<file path="config.mk">
export PLATFORM = sky130hd
export DESIGN_NAME = fdms_sequencer
export DESIGN_NICKNAME = d
export VERILOG_FILES = /design/src/inc/fdms_pkg.sv /design/src/fdms_sequencer.sv /design/src/fdms_op_timer.sv
export SDC_FILE = /design/constraint.sdc
export NUM_CORES = 1
export LEC_CHECK = 0
export ABC_AREA = 1
export ABC_CLOCK_PERIOD_IN_PS = 5600
export BUFFER_PORTS_ARGS = -buffer_cell sky130_fd_sc_hd__buf_2
export CAP_MARGIN = 40
export CORE_MARGIN = 4
export CORE_UTILIZATION = 34
export DETAILED_ROUTE_END_ITERATION = 8
export GPL_TIMING_DRIVEN = 0
export MAX_ROUTING_LAYER = met4
export SKIP_LAST_GASP = 1
export SYNTH_ARGS = -nofsm -noshare
export SYNTH_HDL_FRONTEND = slang
export SYNTH_HIERARCHICAL = 1
export SYNTH_SLANG_ARGS = --single-unit
</file>
<file path="constraint.sdc">
create_clock -name i_clk_sys -period 5.6 [get_ports i_clk_sys]
set_input_delay 0.84 -clock i_clk_sys [delete_from_list [all_inputs] [get_ports i_clk_sys]]
set_output_delay 0.84 -clock i_clk_sys [all_outputs]
set_load 0.05 [all_outputs]
</file>
<file path="src/inc/fdms_pkg.sv">
// fdms_pkg: constants, timing counts and types for the data flash sequencer.
// Assumes a single 10 MHz system clock and one machine cycle per clock.
package fdms_pkg;

  // clock and timing
  localparam int unsigned CLK_PERIOD_NS = 100;
  localparam int unsigned PAGE_RD_MC = 25;
  localparam int unsigned BYTE_RD_MC = 10;
  localparam int unsigned PAGE_WR_NS = 380000;
  localparam int unsigned BYTE_WR_NS = 200000;
  localparam int unsigned ERASE_NS = 2000000;
  localparam int unsigned PROGRAM_DOWNLOAD_MODE_WR_NS = 15000000;
  // typical times, rounded down to whole cycles
  localparam int unsigned PAGE_WR_CYC = PAGE_WR_NS / CLK_PERIOD_NS;
  localparam int unsigned BYTE_WR_CYC = BYTE_WR_NS / CLK_PERIOD_NS;
  localparam int unsigned ERASE_CYC = ERASE_NS / CLK_PERIOD_NS;
  localparam int unsigned PROGRAM_DOWNLOAD_MODE_WR_CYC = PROGRAM_DOWNLOAD_MODE_WR_NS / CLK_PERIOD_NS;
  localparam int unsigned CNT_W = 18;

  // array geometry
  localparam int unsigned PAGE_BYTES = 4;
  localparam int unsigned PAGE_COUNT = 1024;
  localparam logic [7:0] ERASED_BYTE = 8'hFF;
  localparam logic [7:0] RESET_BYTE = 8'h00;

  // register select codes on the write port
  localparam logic [2:0] SEL_ADDR_HIGH = 3'h0;
  localparam logic [2:0] SEL_ADDR_LOW = 3'h1;
  localparam logic [2:0] SEL_DATA0 = 3'h2;
  localparam logic [2:0] SEL_CMD = 3'h6;

  // command codes
  localparam logic [7:0] CMD_PAGE_READ = 8'h01;
  localparam logic [7:0] CMD_PAGE_PROGRAM = 8'h02;
  localparam logic [7:0] CMD_PAGE_COMPARE = 8'h04;
  localparam logic [7:0] CMD_PAGE_ERASE = 8'h05;
  localparam logic [7:0] CMD_ERASE_WHOLE = 8'h06;
  localparam logic [7:0] CMD_BYTE_READ = 8'h81;
  localparam logic [7:0] CMD_BYTE_PROGRAM = 8'h82;
  localparam logic [7:0] CMD_EXIT_DOWNLOAD = 8'h0F;
  localparam logic [7:0] CMD_DOWNLOAD = 8'hF0;
  localparam logic [7:0] VERIFY_OK = 8'h00;

  typedef enum logic [1:0] {
    FDMS_IDLE = 2'b00,
    FDMS_WORK = 2'b01,
    FDMS_DONE = 2'b11
  } fdms_state_e;

endpackage : fdms_pkg

</file>
<file path="src/fdms_sequencer.sv">
// fdms_sequencer: command sequencer for the 4-byte-page data flash and download mode.
// Assumes a byte-wide flash macro with one-cycle read latency on the same clock,
// and a core that holds off instructions and interrupts while o_core_stall is high.
//
// Operation
// - page address comes from a high byte and a low byte register
// - command 1 copies the addressed page into the four data registers
// - a byte is programmed only while it holds FFH
// - erase always clears a whole page of four bytes
// - command 5 erases the page, command 2 programs the four data bytes
// - command 4 compares page; command register then reads zero on match
// - command 06H erases the whole 4-kbyte data array
// - page read/compare 25 cycles, page write 380 us, erases 2 ms
// - byte read 10 cycles, byte write 200 us
// - download mode: page write 15 ms, page erase and full erase 2 ms
// - an operation starts on the command write itself
// - core is held idle from command write until the operation completes
// - interrupts are held off until the operation finishes
// - timers and other peripherals keep running during the stall
// - data array is 1024 pages of four bytes, four data registers
// - F0H enters download mode, 0FH returns to normal, normal after reset
// - 81H reads one byte into first data register, 82H writes it
`timescale 1ns/1ps
`default_nettype none

module fdms_sequencer #(
  parameter logic [fdms_pkg::CNT_W-1:0] P_ERASE_CYC = fdms_pkg::CNT_W'(fdms_pkg::ERASE_CYC),
  parameter logic [fdms_pkg::CNT_W-1:0] P_PROGRAM_DOWNLOAD_MODE_WR_CYC =
    fdms_pkg::CNT_W'(fdms_pkg::PROGRAM_DOWNLOAD_MODE_WR_CYC)
) (
  input wire logic i_clk_sys,
  input wire logic i_rst,
  input wire logic i_reg_wr,
  input wire logic [2:0] i_reg_sel,
  input wire logic [7:0] i_reg_wdata,
  input wire logic [7:0] i_mem_rdata,
  output logic [7:0] o_page_addr_high,
  output logic [7:0] o_page_addr_low,
  output logic [31:0] o_page_data_bytes,
  output logic [7:0] o_flash_command_reg,
  output logic o_program_download_mode,
  output logic o_prog_fault,
  output logic o_core_stall,
  output logic o_irq_hold,
  output logic [15:0] o_mem_addr,
  output logic [7:0] o_mem_wdata,
  output logic o_mem_rd,
  output logic o_mem_wr,
  output logic o_mem_erase_page,
  output logic o_mem_erase_all,
  output logic o_mem_page_load
);
  import fdms_pkg::*;

  typedef struct packed {
    fdms_state_e st;
    logic [7:0] addr_hi;
    logic [7:0] addr_lo;
    logic [PAGE_BYTES-1:0][7:0] data;
    logic [7:0] cmd;
    logic program_download_mode;
    logic [1:0] idx;
    logic phase;
    logic bytes_done;
    logic mismatch;
    logic fault;
  } fdms_seq_s;

  fdms_seq_s s_q;
  fdms_seq_s s_d;
  logic cmd_wr;
  logic starts_op;
  logic byte_loop;
  logic one_byte;
  logic tmr_load;
  logic tmr_expired;
  logic [CNT_W-1:0] tmr_count;
  logic [9:0] page_idx;

  ////////////////////////////////////////////////////////////////////////////////
  // command decode

  assign cmd_wr = i_reg_wr && (i_reg_sel == SEL_CMD) && (s_q.st == FDMS_IDLE);
  assign page_idx = {s_q.addr_hi[1:0], s_q.addr_lo};

  // download mode leaves reads and compares unimplemented: they start nothing
  function automatic logic is_op(input logic [7:0] c, input logic ul);
    case (c)
      CMD_PAGE_PROGRAM, CMD_PAGE_ERASE, CMD_ERASE_WHOLE, CMD_BYTE_PROGRAM: is_op = 1'b1;
      CMD_PAGE_READ, CMD_PAGE_COMPARE, CMD_BYTE_READ: is_op = !ul;
      default: is_op = 1'b0;
    endcase
  endfunction : is_op

  assign starts_op = cmd_wr && is_op(i_reg_wdata, s_q.program_download_mode);
  assign tmr_load = starts_op;

  always_comb begin
    case (i_reg_wdata)
      CMD_PAGE_READ, CMD_PAGE_COMPARE: tmr_count = CNT_W'(PAGE_RD_MC);
      CMD_PAGE_PROGRAM: tmr_count = s_q.program_download_mode ? P_PROGRAM_DOWNLOAD_MODE_WR_CYC : CNT_W'(PAGE_WR_CYC);
      CMD_PAGE_ERASE, CMD_ERASE_WHOLE: tmr_count = P_ERASE_CYC;
      CMD_BYTE_READ: tmr_count = CNT_W'(BYTE_RD_MC);
      CMD_BYTE_PROGRAM: tmr_count = CNT_W'(BYTE_WR_CYC);
      default: tmr_count = CNT_W'(1);
    endcase
  end

  // byte-wise accesses: normal page read/program/compare and single-byte ops in either mode
  assign one_byte = (s_q.cmd == CMD_BYTE_READ) || (s_q.cmd == CMD_BYTE_PROGRAM);
  assign byte_loop = one_byte || (!s_q.program_download_mode && ((s_q.cmd == CMD_PAGE_READ)
    || (s_q.cmd == CMD_PAGE_PROGRAM) || (s_q.cmd == CMD_PAGE_COMPARE)));

  ////////////////////////////////////////////////////////////////////////////////
  // sequencer

  always_comb begin
    s_d = s_q;
    case (s_q.st)
      FDMS_IDLE: begin
        if (i_reg_wr && !cmd_wr) begin
          case (i_reg_sel)
            SEL_ADDR_HIGH: s_d.addr_hi = i_reg_wdata;
            SEL_ADDR_LOW: s_d.addr_lo = i_reg_wdata;
            SEL_CMD: s_d.cmd = i_reg_wdata;
            default: begin
              if (i_reg_sel >= SEL_DATA0 && i_reg_sel < SEL_CMD) begin
                s_d.data[2'(i_reg_sel - SEL_DATA0)] = i_reg_wdata;
              end
            end
          endcase
        end
        if (cmd_wr) begin
          s_d.cmd = i_reg_wdata;
          if (i_reg_wdata == CMD_DOWNLOAD) begin
            s_d.program_download_mode = 1'b1;
          end else if (i_reg_wdata == CMD_EXIT_DOWNLOAD) begin
            s_d.program_download_mode = 1'b0;
          end
          if (starts_op) begin
            s_d.st = FDMS_WORK;
            s_d.idx = 2'h0;
            s_d.phase = 1'b0;
            s_d.bytes_done = 1'b0;
            s_d.mismatch = 1'b0;
            s_d.fault = 1'b0;
          end
        end
      end
      FDMS_WORK: begin
        if (!s_q.bytes_done) begin
          if (!byte_loop) begin
            s_d.bytes_done = 1'b1; // single pulse to the macro
          end else if (!s_q.phase) begin
            s_d.phase = 1'b1;
          end else begin
            s_d.phase = 1'b0;
            case (s_q.cmd)
              CMD_PAGE_READ, CMD_BYTE_READ: s_d.data[s_q.idx] = i_mem_rdata;
              CMD_PAGE_COMPARE: begin
                if (i_mem_rdata != s_q.data[s_q.idx]) begin
                  s_d.mismatch = 1'b1;
                end
              end
              default: begin
                if (i_mem_rdata != ERASED_BYTE) begin
                  s_d.fault = 1'b1;
                end
              end
            endcase
            if (one_byte || s_q.idx == 2'(PAGE_BYTES - 1)) begin
              s_d.bytes_done = 1'b1;
            end else begin
              s_d.idx = s_q.idx + 2'h1;
            end
          end
        end else if (tmr_expired) begin
          s_d.st = FDMS_DONE;
        end
      end
      FDMS_DONE: begin
        s_d.st = FDMS_IDLE;
        if (s_q.cmd == CMD_PAGE_COMPARE && !s_q.mismatch) begin
          s_d.cmd = VERIFY_OK;
        end
      end
      default: s_d.st = FDMS_IDLE;
    endcase
  end

  always_ff @(posedge i_clk_sys) begin
    if (i_rst) begin
      s_q <= '0; // normal mode after reset
    end else begin
      s_q <= s_d;
    end
  end

  fdms_op_timer u_timer (
    .i_clk_sys(i_clk_sys),
    .i_rst(i_rst),
    .i_load(tmr_load),
    .i_count(tmr_count),
    .o_expired(tmr_expired)
  );

  ////////////////////////////////////////////////////////////////////////////////
  // outputs

  // only the core is held; peripherals see no stall and keep counting
  assign o_core_stall = (s_q.st != FDMS_IDLE);
  assign o_irq_hold = (s_q.st != FDMS_IDLE);
  assign o_page_addr_high = s_q.addr_hi;
  assign o_page_addr_low = s_q.addr_lo;
  assign o_page_data_bytes = s_q.data;
  assign o_flash_command_reg = s_q.cmd;
  assign o_program_download_mode = s_q.program_download_mode;
  assign o_prog_fault = s_q.fault;
  assign o_mem_wdata = s_q.data[s_q.idx];

  always_comb begin
    if (s_q.program_download_mode || one_byte) begin
      o_mem_addr = one_byte && !s_q.program_download_mode ? {4'h0, s_q.addr_hi[3:0], s_q.addr_lo}
        : {s_q.addr_hi, s_q.addr_lo};
    end else if (s_q.cmd == CMD_PAGE_ERASE) begin
      o_mem_addr = {4'h0, page_idx, 2'h0};
    end else begin
      o_mem_addr = {4'h0, page_idx, s_q.idx};
    end
  end

  logic work_first;
  assign work_first = (s_q.st == FDMS_WORK) && !s_q.bytes_done;
  assign o_mem_rd = work_first && byte_loop && !s_q.phase;
  // programming only lands on a byte that still reads erased
  assign o_mem_wr = work_first && byte_loop && s_q.phase && (i_mem_rdata == ERASED_BYTE)
    && ((s_q.cmd == CMD_PAGE_PROGRAM) || (s_q.cmd == CMD_BYTE_PROGRAM));
  assign o_mem_erase_page = work_first && (s_q.cmd == CMD_PAGE_ERASE);
  assign o_mem_erase_all = work_first && (s_q.cmd == CMD_ERASE_WHOLE);
  assign o_mem_page_load = work_first && s_q.program_download_mode && (s_q.cmd == CMD_PAGE_PROGRAM);
endmodule : fdms_sequencer
`default_nettype wire

</file>
<file path="src/fdms_op_timer.sv">
// fdms_op_timer: down counter that times one flash operation.
// Assumes the loader gives a count of at least one cycle.
`timescale 1ns/1ps
`default_nettype none

module fdms_op_timer (
  input wire logic i_clk_sys,
  input wire logic i_rst,
  input wire logic i_load,
  input wire logic [fdms_pkg::CNT_W-1:0] i_count,
  output logic o_expired
);
  import fdms_pkg::*;

  typedef struct packed {
    logic [CNT_W-1:0] cnt;
  } fdms_tmr_s;

  fdms_tmr_s s_q;
  fdms_tmr_s s_d;

  always_comb begin
    s_d = s_q;
    if (i_load) begin
      s_d.cnt = i_count;
    end else if (s_q.cnt != '0) begin
      s_d.cnt = s_q.cnt - CNT_W'(1);
    end
  end

  always_ff @(posedge i_clk_sys) begin
    if (i_rst) begin
      s_q <= '0;
    end else begin
      s_q <= s_d;
    end
  end

  // a load in the same cycle keeps the old expiry from leaking through
  assign o_expired = (s_q.cnt == '0) && !i_load;

endmodule : fdms_op_timer
`default_nettype wire

</file>
* Yosys cells after proc, flatten, opt, wreduce, memory -nomap -nowiden
Cells that the tools add are included.
Storage, ports and cells: flip-flop bits (word level) 83, input port bits 22
Cells by class: add/sub/neg operators 3, order comparisons 6, eq/ne operators 43, muxes and demuxes 50, reduce and logical (&&, ||, !) cells 61
Operators by type and width (count):
- 2-to-1 mux 32 bit | 6
- case mux 18 bit (5 select lines) | 1
- bitwise mux 32 bit | 2
- case mux 32 bit (2 select lines) | 1
- 2-to-1 mux 18 bit | 3
- == test 8 x 3 -> 1 bit (second input constant) | 6
- == test 8 bit (second input constant) | 6
- 2-to-1 mux 40 bit | 1
- 2-to-1 mux 8 bit | 5
- demux 8 bit (select 2 bit) | 2
- 2-to-1 mux 16 bit | 2
- != test 2 bit (second input constant) | 13
- AND reduction 8 bit | 3
- logical AND 1 bit | 21
- logical NOT 18 bit | 1
- nonzero test 18 bit | 1
- subtractor 18 x 1 -> 18 bit (second input constant) | 1
- binary-select mux 8 bit (select 2 bit) | 1
- == test 8 x 1 -> 1 bit (second input constant) | 2
- == test 8 x 2 -> 1 bit (second input constant) | 2
- 2-to-1 mux 2 bit | 8
- case mux 8 bit (2 select lines) | 1
- 2-to-1 mux 15 bit | 1
- 2-to-1 mux 6 bit | 2
- other kinds (33) | 71

* Longest topological paths before layout
depth in word-level cells 11, mapped depth 17, gate-level depth less buffers 15

* Cells and area by module
The synthesis kept the hierarchy.
By module, submodules not included:
- fdms_sequencer | instances 1, cells an instance 704, area each 4540.6 um^2, sequential area each 1301.2 um^2
- fdms_op_timer | instances 1, cells an instance 200, area each 1231.2 um^2, sequential area each 360.3 um^2

* Least setup slack after synthesis
No wires, ideal clock.
path type in2out, from input i_reg_wdata[1], to output o_mem_rd, data arrival time 2876 ps, path slack 1884 ps, stages on the path 12, buffers on the path 1, path through buf_2 inv_2 nand2_1 nand2_1 nand2_1 nor2_1 nor2_1 nand2_1 nand2_2 a21oi_2 nand3_1 nor3_1
RTL lines:
- start: declaration | line fdms_sequencer.sv:35 | input wire logic [7:0] i_reg_wdata,
- end: declaration | line fdms_sequencer.sv:47 | output logic o_mem_rd,

==> impl_metrics.py <==
metrics = {
    "routing": {
        "detail_route.wl_per_cell_um": 14.90,
        "drt_first_iter_violations": 557,
        "viasPerCell": 4.930,
        "firstDrtPassIters": 5,
        "drcViolationCount": 0,
        "vias": 6157,
        "wl_um": 18610,
        "postRouteAntennaNets": 0,
    },
    "clock_tree": {
        "clk_pin_slew_ns": 0.05,
        "postCtsSetupBuffers": 0,
        "cts_buffer_depth": 2,
        "cts_hold_buffers": 0,
        "cts-resized-gates": 0,
        "cts_tree": "yes",
        "cts_buffers": 9,
        "cts_sinks": 83,
        "clkLatencyLatePin_ns": 0.35,
        "clockRootBuffer": "clkbuf_16",
        "h-tree-depth": 3,
    },
    "yosys": {
        "synth_area_leaders": "dfxtp_1, nand2_1, buf_4, a21oi_1, nand3_1",
        "ys_seq_area_share_pct": 28.79,
        "ys.flop_type": "dfxtp_1",
        "syn_area_per_cell_um2": 6.385,
        "synth-edff-count": 0,
        "synthArstFlopShare_pct": 0,
        "synth_top_area_cell": "dfxtp_1",
        "synth.ff_latch_count": 83,
        "ys_types": 46,
        "synth.top_cell.area_share_pct": 28.79,
        "yosys_warnings": 6,
        "syn_area_um2": 5772,
        "syn_inst": 904,
    },
    "power_and_ir_drop": {
        "pwr-share-comb_pct": 39.3,
        "p_switching_uw": 825.0,
        "seqPwrFrac_pct": 34.8,
        "switching_share_pct": 39.85,
        "clkPwrFrac_pct": 25.9,
        "ir_drop_mv": 0.1901,
        "p_per_area_nw_per_um2": 302.1,
        "p_leak_uw": 0.003383,
        "total_power_uw": 2070,
        "p_int_uw": 1245,
    },
    "global_route": {
        "gr-usage-all-layers_pct": 19.72,
        "antenna_found_initial": 0,
        "grt_pass1_vias": 5663,
        "grt_max_degree": 12,
        "grt-ovfl-total": 0,
        "grt_pass1_wl_um": 29870,
    },
    "floorplan": {
        "dieArea_um2": 19120,
        "dieHeight_um": 138.3,
        "rows": 47,
        "initial_core_util_pct": 34.80,
        "ioPinCount": 111,
        "die_width_um": 138.3,
        "core_area_um2": 16580,
    },
    "layout": {
        "syn_to_final_growth_pct": 18.73,
        "fin_nets": 1055,
        "layout_common_cells": "nand2_1, buf_2, dfxtp_1",
        "diodes": 0,
        "post-route-util_pct": 41.32,
        "drive_gt1_share_pct": 25.07,
        "final_common_cell": "nand2_1",
        "fill_cells": 1830,
        "largest_register_ffs": 32,
    },
    "sta": {
        "hold_viol": 0,
        "finalWorstSetupSlack_ns": 1.923,
        "clock.fmax_mhz": 272.0,
        "tns_ns": 0,
        "min_period_over_period_pct": 65.66,
        "fin_crit_ns": 3.677,
        "tightestPinTransition_ns": 0.5749,
        "finalClockSkew_ns": 0.006794,
        "setup_violations": 0,
        "rsz0062_at_grt": "false",
        "slew_headroom_pct": 61.68,
        "slew_viol_final": 0,
    },
    "critical_path": {
        "worst-setup-path-type": "in -> out",
        "reg2reg_from": "s_q[5]",
        "critPathRequiredTime_ns": 4.76,
        "ff2ff_path_depth": 9,
        "crit_start": "i_reg_sel[1]",
        "cp-end-kind": "output port",
        "r2r_slack_ns": 3.01,
        "cp_max_fo": 7,
        "crit_path_start_kind": "input pin",
        "cp.arrival_ns": 2.84,
        "crit_path_end": "o_mem_rd",
        "r2r_end": "o_page_data_bytes[11]",
    },
    "hold_path": {
        "hold_depth": 2,
        "min_path_type": "reg -> reg",
        "min_from": "s_q[1]",
    },
    "placed_design": {
        "gp_congestion": 0.9101,
        "port_buffers": 108,
        "hpwl_um": 14440,
        "dp_slack_ns": 1.972,
    },
    "flow_run": {
        "maxCapViolCount": 0,
    },
    "status": {
        "status": "completed",
    },
}
[power by group through the flow]
stage / Combinational, uW / Clock [uW] / Sequential, uW
finish: 813 / 536 / 721
detailed placement: 809 / 0 / 734
global placement: 800 / 0 / 733
global route: 921 / 574 / 731
CTS: 813 / 552 / 721
floorplan: 666 / 0 / 718
[critical path, cell delays in order]
cell,delay [ns]
buf_2,0.15
ha_1,0.17
nand2_1,0.08
nor2_1,0.13
inv_2,0.05
nor2_1,0.38
nand2_2,0.18
a21oi_2,0.21
nand3_1,0.12
nor3_1,0.21
buf_2,0.31
[final cells by class]
class	count	area [um^2]	area share [%]
timing repair buffer	108	540.5	7.888
multi-input combinational	647	3181	46.41
buffer	91	618.1	9.020
tap	220	275.3	4.017
inverter	87	326.6	4.765
clock buffer	13	250.2	3.652
sequential	83	1662	24.25
[metrics by stage]
stage	instance area (um^2)	instances	hold slack [ns]
finish	6853	1249	0.4541
floorplan	5787	908	0.4296
detailed placement	6603	1236	0.4492
global placement	6603	1236	0.4425
global route	6853	1249	0.4958
CTS	6853	1249	0.4575
[worst min-delay path by stage]
stage              to  slack, ns
2_1_floorplan  s_q[1]       0.43
3_3_place_gp   s_q[1]       0.44
3_5_place_dp   s_q[1]       0.45
4_1_cts        s_q[1]       0.46
5_1_grt        s_q[1]       0.50
6_report       s_q[1]       0.45
[kinds of logic (layout without fill, tap and decap cells)]
logic type                 Yosys count  in the layout  synth area share [%]
DFF                                 83             83                 28.79
adders and majority gates            6              6                 1.301
and+or+nand+nor                    479            479                 38.00
AOI/OAI and AO/OA                  155            155                 15.17
xor gates and xnor gates             2              2                0.3035
other                                1              5               0.06497
buffers and inverters              178            299                 16.37
[synthesized netlist by cell type (5+ instances only)]
| cell | instances |
|---|---|
| nand4_1 | 38 |
| nand3_2 | 6 |
| nand2_1 | 270 |
| dfxtp_1 | 83 |
| nor2_1 | 62 |
| inv_2 | 21 |
| inv_1 | 64 |
| a211oi_1 | 9 |
| clkbuf_1 | 11 |
| ha_1 | 6 |
| buf_2 | 11 |
| nand3_1 | 62 |
| nor2_2 | 12 |
| a22o_1 | 8 |
| nor3_1 | 6 |
| o21ai_0 | 55 |
| nand2_2 | 5 |
| buf_4 | 62 |
| a21oi_1 | 70 |
[metal layers]
layer / track usage, % / routed length [um]
met1: 26.38 / 8993
met2: 29.42 / 8147
met3: 3.591 / 851
met4: 8.060 / 618
met5: - / 0
(Power assumes the default switching activity.)
